## src/common/macctl_defines.svh

```systemverilog
// offsets, bit positions and reset values of the mac control block
// assumes a 32-bit register port with word addresses in bytes
`ifndef MACCTL_DEFINES_SVH
`define MACCTL_DEFINES_SVH

// ========================================
// register offsets
`define MACCTL_OFS_CONTROL 8'h00
`define MACCTL_OFS_INT_STATUS 8'h04
`define MACCTL_OFS_INT_MASK 8'h08

// ========================================
// mac_control bit positions
`define MACCTL_BIT_PAUSE_HONOR 8
`define MACCTL_BIT_COLLISION 16
`define MACCTL_BIT_CARRIER 17
`define MACCTL_BIT_STATS_START 21
`define MACCTL_BIT_STATS_STOP 22
`define MACCTL_BIT_STATS_RUN 23
`define MACCTL_BIT_TX_START 24
`define MACCTL_BIT_TX_STOP 25
`define MACCTL_BIT_TX_RUN 26
`define MACCTL_BIT_RX_START 27
`define MACCTL_BIT_RX_STOP 28
`define MACCTL_BIT_RX_RUN 29
`define MACCTL_BIT_PAUSED 30

// ========================================
// interrupt status bits
`define MACCTL_IRQ_PAUSE_SET 0
`define MACCTL_IRQ_PAUSE_END 1
`define MACCTL_IRQ_COUNT 2

// ========================================
// reset values
`define MACCTL_RST_DATA 32'h0000_0000
`define MACCTL_RST_IRQ 2'h0

`endif

```

## src/common/macctl_pkg.sv

```systemverilog
// types shared by the mac control block
// no constants here; those sit in macctl_defines.svh
package macctl_pkg;

    // register port request
    typedef struct packed
    {
        logic [7:0] addr;
        logic [31:0] wdata;
        logic wr;
        logic rd;
    } macctl_req_type;

    // start/stop commands of one function
    typedef struct packed
    {
        logic start;
        logic stop;
    } macctl_cmd_type;

    // pause sequencer states
    typedef enum logic [0:0]
    {
        MACCTL_RUNNING,
        MACCTL_HALTED
    } macctl_pause_type;

endpackage

```

## src/core/macctl_regs.sv

```systemverilog
// upper half of the mac control register with pause tracking and interrupts
// assumes collision, carrier and pause events are synchronous to clk
//
// Implementation choices: the address-and-strobe port and the register offsets.
`timescale 1ns/1ns
`include "macctl_defines.svh"

// Function
// - bit 16 reads live collision level
// - bit 17 reads live carrier level
// - bit 21 write starts statistics, self-clearing
// - bit 22 write freezes statistics, self-clearing
// - bit 23 shows statistics counting active
// - bit 24 write enables transmitter, self-clearing
// - bit 25 write disables transmitter, self-clearing
// - bit 26 shows transmitter enabled
// - bit 27 write enables receiver, self-clearing
// - bit 28 write disables receiver, self-clearing
// - bit 29 shows receiver enabled
// - bit 30 set while pause halts transmit
// - pause acted on only when honoring enabled
module macctl_regs
(
    // clock and reset
    input wire logic clk,
    input wire logic sys_rst,
    // register port
    input wire macctl_pkg::macctl_req_type bus_req,
    output logic [31:0] bus_rdata,
    // line status from the mii side
    input wire logic collision_live,
    input wire logic carrier_live,
    // pause frame events from the receive mac
    input wire logic pause_rx,
    input wire logic pause_done,
    // function enables
    output logic stats_running,
    output logic tx_running,
    output logic rx_running,
    output logic tx_paused,
    // interrupt
    output logic irq
);

    // ========================================
    // decode
    logic wr_ctl;
    logic wr_sts;
    logic wr_msk;
    macctl_pkg::macctl_cmd_type stats_cmd;
    macctl_pkg::macctl_cmd_type tx_cmd;
    macctl_pkg::macctl_cmd_type rx_cmd;

    // pick one command pair out of the write data
    function automatic macctl_pkg::macctl_cmd_type cmd_of(input logic [31:0] d,
        input int unsigned pos);
        macctl_pkg::macctl_cmd_type c;
        c.start = d[pos];
        c.stop = d[pos + 1];
        return c;
    endfunction

    // commands live only in the write cycle, so they clear themselves
    assign wr_ctl = bus_req.wr && (bus_req.addr == `MACCTL_OFS_CONTROL);
    assign wr_sts = bus_req.wr && (bus_req.addr == `MACCTL_OFS_INT_STATUS);
    assign wr_msk = bus_req.wr && (bus_req.addr == `MACCTL_OFS_INT_MASK);
    assign stats_cmd = wr_ctl ? cmd_of(bus_req.wdata, `MACCTL_BIT_STATS_START) : 2'h0;
    assign tx_cmd = wr_ctl ? cmd_of(bus_req.wdata, `MACCTL_BIT_TX_START) : 2'h0;
    assign rx_cmd = wr_ctl ? cmd_of(bus_req.wdata, `MACCTL_BIT_RX_START) : 2'h0;

    // ========================================
    // run flags
    logic stats_run_ff;
    logic tx_run_ff;
    logic rx_run_ff;
    logic pause_honor_ff;

    // stop tested first so a write with both bits ends disabled
    always_ff @(posedge clk or posedge sys_rst)
    begin
        if (sys_rst)
        begin
            stats_run_ff <= 1'b0;
            tx_run_ff <= 1'b0;
            rx_run_ff <= 1'b0;
        end
        else
        begin
            if (stats_cmd.stop)
                stats_run_ff <= 1'b0;
            else if (stats_cmd.start)
                stats_run_ff <= 1'b1;
            if (tx_cmd.stop)
                tx_run_ff <= 1'b0;
            else if (tx_cmd.start)
                tx_run_ff <= 1'b1;
            if (rx_cmd.stop)
                rx_run_ff <= 1'b0;
            else if (rx_cmd.start)
                rx_run_ff <= 1'b1;
        end
    end

    // honoring of pause frames, a plain r/w bit
    always_ff @(posedge clk or posedge sys_rst)
    begin
        if (sys_rst)
            pause_honor_ff <= 1'b0;
        else if (wr_ctl)
            pause_honor_ff <= bus_req.wdata[`MACCTL_BIT_PAUSE_HONOR];
    end

    // ========================================
    // pause tracking
    macctl_pkg::macctl_pause_type pause_st_ff;
    logic pause_take;
    logic pause_leave;

    // without honoring, a pause frame is ordinary data and changes nothing
    assign pause_take = pause_rx && pause_honor_ff && (pause_st_ff == macctl_pkg::MACCTL_RUNNING);
    assign pause_leave = pause_done && (pause_st_ff == macctl_pkg::MACCTL_HALTED);

    always_ff @(posedge clk or posedge sys_rst)
    begin
        if (sys_rst)
            pause_st_ff <= macctl_pkg::MACCTL_RUNNING;
        else
        begin
            unique case (pause_st_ff)
                macctl_pkg::MACCTL_RUNNING:
                    if (pause_take)
                        pause_st_ff <= macctl_pkg::MACCTL_HALTED;
                macctl_pkg::MACCTL_HALTED:
                    if (pause_done)
                        pause_st_ff <= macctl_pkg::MACCTL_RUNNING;
            endcase
        end
    end

    // ========================================
    // interrupts
    logic [`MACCTL_IRQ_COUNT-1:0] irq_sts_ff;
    logic [`MACCTL_IRQ_COUNT-1:0] irq_msk_ff;
    logic [`MACCTL_IRQ_COUNT-1:0] irq_evt;

    assign irq_evt = {pause_leave, pause_take};

    // a new event wins over a write-one clear in the same cycle
    always_ff @(posedge clk or posedge sys_rst)
    begin
        if (sys_rst)
            irq_sts_ff <= `MACCTL_RST_IRQ;
        else
            irq_sts_ff <= (irq_sts_ff & ~(wr_sts ? bus_req.wdata[1:0] : 2'h0)) | irq_evt;
    end

    always_ff @(posedge clk or posedge sys_rst)
    begin
        if (sys_rst)
            irq_msk_ff <= `MACCTL_RST_IRQ;
        else if (wr_msk)
            irq_msk_ff <= bus_req.wdata[1:0];
    end

    assign irq = |(irq_sts_ff & irq_msk_ff);

    // ========================================
    // read path
    logic [31:0] nxt_rdata;
    logic [31:0] rdata_ff;

    // live bits sampled in the read cycle; reserved and command bits read zero
    always_comb
    begin
        nxt_rdata = 32'h0000_0000;
        if (bus_req.rd)
        begin
            unique case (bus_req.addr)
                `MACCTL_OFS_CONTROL:
                begin
                    nxt_rdata[`MACCTL_BIT_PAUSE_HONOR] = pause_honor_ff;
                    nxt_rdata[`MACCTL_BIT_COLLISION] = collision_live;
                    nxt_rdata[`MACCTL_BIT_CARRIER] = carrier_live;
                    nxt_rdata[`MACCTL_BIT_STATS_RUN] = stats_run_ff;
                    nxt_rdata[`MACCTL_BIT_TX_RUN] = tx_run_ff;
                    nxt_rdata[`MACCTL_BIT_RX_RUN] = rx_run_ff;
                    nxt_rdata[`MACCTL_BIT_PAUSED] =
                        (pause_st_ff == macctl_pkg::MACCTL_HALTED);
                end
                `MACCTL_OFS_INT_STATUS: nxt_rdata[1:0] = irq_sts_ff;
                `MACCTL_OFS_INT_MASK: nxt_rdata[1:0] = irq_msk_ff;
                default: nxt_rdata = 32'h0000_0000; // unmapped reads zero
            endcase
        end
    end

    always_ff @(posedge clk or posedge sys_rst)
    begin
        if (sys_rst)
            rdata_ff <= `MACCTL_RST_DATA;
        else
            rdata_ff <= nxt_rdata;
    end

    assign bus_rdata = rdata_ff;
    assign stats_running = stats_run_ff;
    assign tx_running = tx_run_ff;
    assign rx_running = rx_run_ff;
    assign tx_paused = (pause_st_ff == macctl_pkg::MACCTL_HALTED);

    // ========================================
    // checks
    a_coll_live: assert property (@(posedge clk) disable iff (sys_rst)
        bus_req.rd && bus_req.addr == `MACCTL_OFS_CONTROL
        |=> bus_rdata[`MACCTL_BIT_COLLISION] == $past(collision_live))
        else $error("collision bit not live");
    a_carr_live: assert property (@(posedge clk) disable iff (sys_rst)
        bus_req.rd && bus_req.addr == `MACCTL_OFS_CONTROL
        |=> bus_rdata[`MACCTL_BIT_CARRIER] == $past(carrier_live))
        else $error("carrier bit not live");
    a_stats_start: assert property (@(posedge clk) disable iff (sys_rst)
        stats_cmd.start && !stats_cmd.stop |=> stats_running)
        else $error("statistics did not start");
    a_stats_stop: assert property (@(posedge clk) disable iff (sys_rst)
        stats_cmd.stop |=> !stats_running)
        else $error("statistics did not stop");
    a_stats_hold: assert property (@(posedge clk) disable iff (sys_rst)
        !wr_ctl |=> $stable(stats_running))
        else $error("statistics flag moved without command");
    a_tx_start: assert property (@(posedge clk) disable iff (sys_rst)
        tx_cmd.start && !tx_cmd.stop |=> tx_running)
        else $error("transmitter did not start");
    a_tx_stop: assert property (@(posedge clk) disable iff (sys_rst)
        tx_cmd.stop |=> !tx_running)
        else $error("transmitter did not stop");
    a_tx_readback: assert property (@(posedge clk) disable iff (sys_rst)
        bus_req.rd && bus_req.addr == `MACCTL_OFS_CONTROL
        |=> bus_rdata[`MACCTL_BIT_TX_RUN] == $past(tx_running))
        else $error("transmit status wrong");
    a_rx_start: assert property (@(posedge clk) disable iff (sys_rst)
        rx_cmd.start && !rx_cmd.stop |=> rx_running)
        else $error("receiver did not start");
    a_rx_stop: assert property (@(posedge clk) disable iff (sys_rst)
        rx_cmd.stop |=> !rx_running)
        else $error("receiver did not stop");
    a_rx_readback: assert property (@(posedge clk) disable iff (sys_rst)
        bus_req.rd && bus_req.addr == `MACCTL_OFS_CONTROL
        |=> bus_rdata[`MACCTL_BIT_RX_RUN] == $past(rx_running))
        else $error("receive status wrong");
    a_pause_set: assert property (@(posedge clk) disable iff (sys_rst)
        pause_rx && pause_honor_ff && !tx_paused |=> tx_paused)
        else $error("pause not entered");
    a_pause_end: assert property (@(posedge clk) disable iff (sys_rst)
        tx_paused && pause_done |=> !tx_paused)
        else $error("pause not left");
    a_pause_ignored: assert property (@(posedge clk) disable iff (sys_rst)
        !tx_paused && !pause_honor_ff |=> !tx_paused)
        else $error("pause taken while not honored");

    c_tx_on: cover property (@(posedge clk) disable iff (sys_rst) tx_cmd.start ##1 tx_running);
    c_both: cover property (@(posedge clk) disable iff (sys_rst) rx_cmd.start && rx_cmd.stop);
    c_pause: cover property (@(posedge clk) disable iff (sys_rst) pause_take ##[1:20] pause_leave);
    c_irq: cover property (@(posedge clk) disable iff (sys_rst) $rose(irq));

endmodule

```

## config.mk

```make
export PLATFORM = sky130hd
export DESIGN_NAME = macctl_regs
export DESIGN_NICKNAME = d
export VERILOG_FILES = /design/src/common/macctl_pkg.sv /design/src/core/macctl_regs.sv
export VERILOG_INCLUDE_DIRS = /design/src /design/src/common
export SDC_FILE = /design/constraint.sdc
export NUM_CORES = 1
export LEC_CHECK = 0
export ABC_AREA = 1
export BUFFER_PORTS_ARGS = -buffer_cell sky130_fd_sc_hd__buf_2
export CORE_UTILIZATION = 37
export DETAILED_ROUTE_END_ITERATION = 8
export MAX_ROUTING_LAYER = met4
export PLACE_DENSITY = 0.79
export SYNTH_ARGS = -nofsm -noshare
export SYNTH_HDL_FRONTEND = slang
export SYNTH_SLANG_ARGS = --single-unit
export TNS_END_PERCENT = 50
```

## constraint.sdc

```tcl
create_clock -name clk -period 0.88 [get_ports clk]
set_input_delay 0.132 -clock clk [delete_from_list [all_inputs] [get_ports clk]]
set_output_delay 0.132 -clock clk [all_outputs]
set_load 0.05 [all_outputs]
```

==> out/qor.yml <==
ys_top_cells_by_count: "nand2_1 (24), buf_4 (23), dfrtp_1 (18)"
clkSinkCount: 18
fin_ws_ns: -0.339
synth_top_cell_by_area: "dfrtp_1"
slowest_stage: "dfrtp_1"
arrival_ns: 1.09
ant_nets: 0
synthFlopType: "dfrtp_1"
hold_path.class: "in2reg"
fp.dieW_um: 53.3
min_to: "tx_paused$_DFF_PP0_"
place_congestion: 0.787
die_height_um: 53.3
vdd_ir_drop_max_mv: 0.817
min-delay-start: "pause_done"
cts_tree: "built"
synthCells: 115
rows: 18
io_pins: 85
grt_use_total_pct: 15.5
routed_wl_um: 2060
setup_viol: 14
crit_path_start_kind: "flop"
status: "complete, but fails checks"
portBuffers: 38
ys_async_sr_fraction_pct: 100
grt_max_degree: 19
overflow: 0
antenna_found_initial: 0
finalClockSkew_ns: 0.000914
rsz0062_at_grt: "yes"
seq_area_frac_synth_pct: 46.3
finalHoldViolCount: 0
vias: 832
syn_area_sq_um: 972
post-route-period-util_pct: 138
p_leak_nw: 0.754
root_buffer: "clkbuf_4"
power_density_nw_per_um2: 1520
max_cap_violations: 0
dp_hpwl_um: 1460
clk_path_buf_depth: 2
rr_worst_depth: 4
critPathTopFamily: "flip-flops"
ys_warn_count: 0
diodes: 0
finish.utilization_pct: 53.0
die_area_sq_um: 2840
path_buf_inv: 1
wl_per_cell_um: 10.7
grt_pass1_wl_um: 2980
p_total_mw: 2.00
r2r_slack_ns: 0.02
post-route-min-period_ns: 1.22
clk_pin_slew_worst_paths_ns: 0.11
initial_core_util_pct: 39.2
synth-edff-count: 0
avgSynthCellArea_sq_um: 8.45
drc: 0
htreeDepth: 1
end_kind: "output port"
finalNetCount: 212
fin_hold_ws_ns: 0.0294
drive_gt1_share_pct: 39.3
ys_ff_latch: 18
final-max-slew-violation-count: 0
syn_to_final_growth_pct: 35.0
vias_per_cell: 4.31
crit_chain: "a22o_1 -> buf_6"
cpPeakStageDelay_ns: 0.39
clk_latency_ns: 0.29
critPathMaxFanout: 2
yosys.cell_types.count: 16
drt_iter0_drc: 10
yosys-top-cells-area: "dfrtp_1 (46%), buf_4 (18%), nand2_1 (9.3%), nand3_1 (6.7%), inv_1 (5.0%)"
cts-buffers-inserted: 3
coreArea_sq_um: 2480
drt_pass1_iterations: 4
synth_top_area_share_pct: 46.3
timing.rr.end: "bus_rdata[1]$_DFF_PP0_"
cp_data_required_time_ns: 0.75
hold_path_depth: 2
failed_checks: "setup timing"
synth.most_common_cell: "nand2_1"
r2r_start: "irq_sts_ff[1]$_DFF_PP0_"
criticalPathCategory: "reg2out"
grt_pass1_vias: 716
fmaxAchievable_ghz: 0.821
==> cell usage in the layout, fill, tap and decap left out, types with 2 or more instances in the layout <==
cell	synthesis	routed
buf_2	0	24
buf_4	23	6
buf_6	0	15
clkbuf_4	0	3
conb_1	1	23
dfrtp_1	18	16
dfrtp_2	0	2
inv_1	13	12
nand2_1	24	23
nand2_2	2	3
nand3_1	13	12
nor2_1	9	9
nor2_2	4	4
==> layout make-up <==
class | instances | area, sq um
tap | 30 | 37.5
multi-input combinational | 82 | 390
fill | 218 | 1160
clock buffer | 4 | 36.3
sequential | 18 | 453
timing repair buffer | 46 | 344
inverter | 13 | 51.3
==> worst max-delay path by stage <==
stage	from	endpoint	slack (ns)	cells after the start
final	irq_msk_ff[1]$_DFFE_PP0P_	irq	-0.34	2
after global routing	irq_msk_ff[1]$_DFFE_PP0P_	irq	-0.37	2
after CTS	irq_msk_ff[1]$_DFFE_PP0P_	irq	-0.33	2
after detailed placement	bus_req[41]	tx_running$_DFFE_PP0P_	-0.11	7
after global placement	bus_req[41]	tx_running$_DFFE_PP0P_	-0.09	7
after floorplan	stats_running$_DFFE_PP0P_	stats_running$_DFFE_PP0P_	-0.04	4
==> registers in the layout, summed over array words and instances (netlist names) <==
signal and flops:
bus_rdata 9, irq_msk_ff 2, irq_sts_ff 2, pause_honor_ff 1, rx_running 1, stats_running 1
tx_paused 1, tx_running 1
==> per-layer routing <==
metal,up-vias,wire (um),GRT usage [%]
met2,56,1170,29.4
met5,-,0,-
met4,0,58,10.5
li1,403,-,-
met1,367,679,14.0
met3,6,144,2.01
==> per-stage QoR <==
step	worst slack [ns]	instances	TNS (ns)	cell area, sq um
6_report	-0.339	193	-1.57	1310
5_1_grt	-0.369	193	-1.98	1310
4_1_cts	-0.330	193	-1.51	1300
3_5_place_dp	-0.111	186	-1.59	1150
3_3_place_gp	-0.0891	186	-1.17	1150
2_1_floorplan	-0.0415	137	-0.117	1060
==> cells by family (layout without fill, tap and decap cells) <==
| kind of cell | Yosys count | in the layout | synth area share [%] |
|---|---|---|---|
| simple gates | 55 | 55 | 27.7 |
| other cells | 1 | 23 | 0.386 |
| flops | 18 | 18 | 46.3 |
| compound gates | 4 | 4 | 2.45 |
| buf+inv | 37 | 63 | 23.2 |
==> what timing repair did <==
| action | 4_1_cts | 5_1_grt |
|---|---|---|
| endpoints found under the setup margin | 14 | 17 |
| hold endpoints to repair | 18 | 0 |
| hold buffers | 1 | 0 |
| pin swaps | 1 | 1 |
| resized for setup | 30 | 4 |
| setup buffers | 2 | 0 |
==> report_power, final <==
part / leakage (nW) / switching [mW] / internal, mW
sequential: 0.229 / 0.0330 / 0.876
clock: 0.0210 / 0.262 / 0.252
combinational: 0.503 / 0.399 / 0.175
total: 0.754 / 0.694 / 1.30
(Power assumes the default switching activity.)
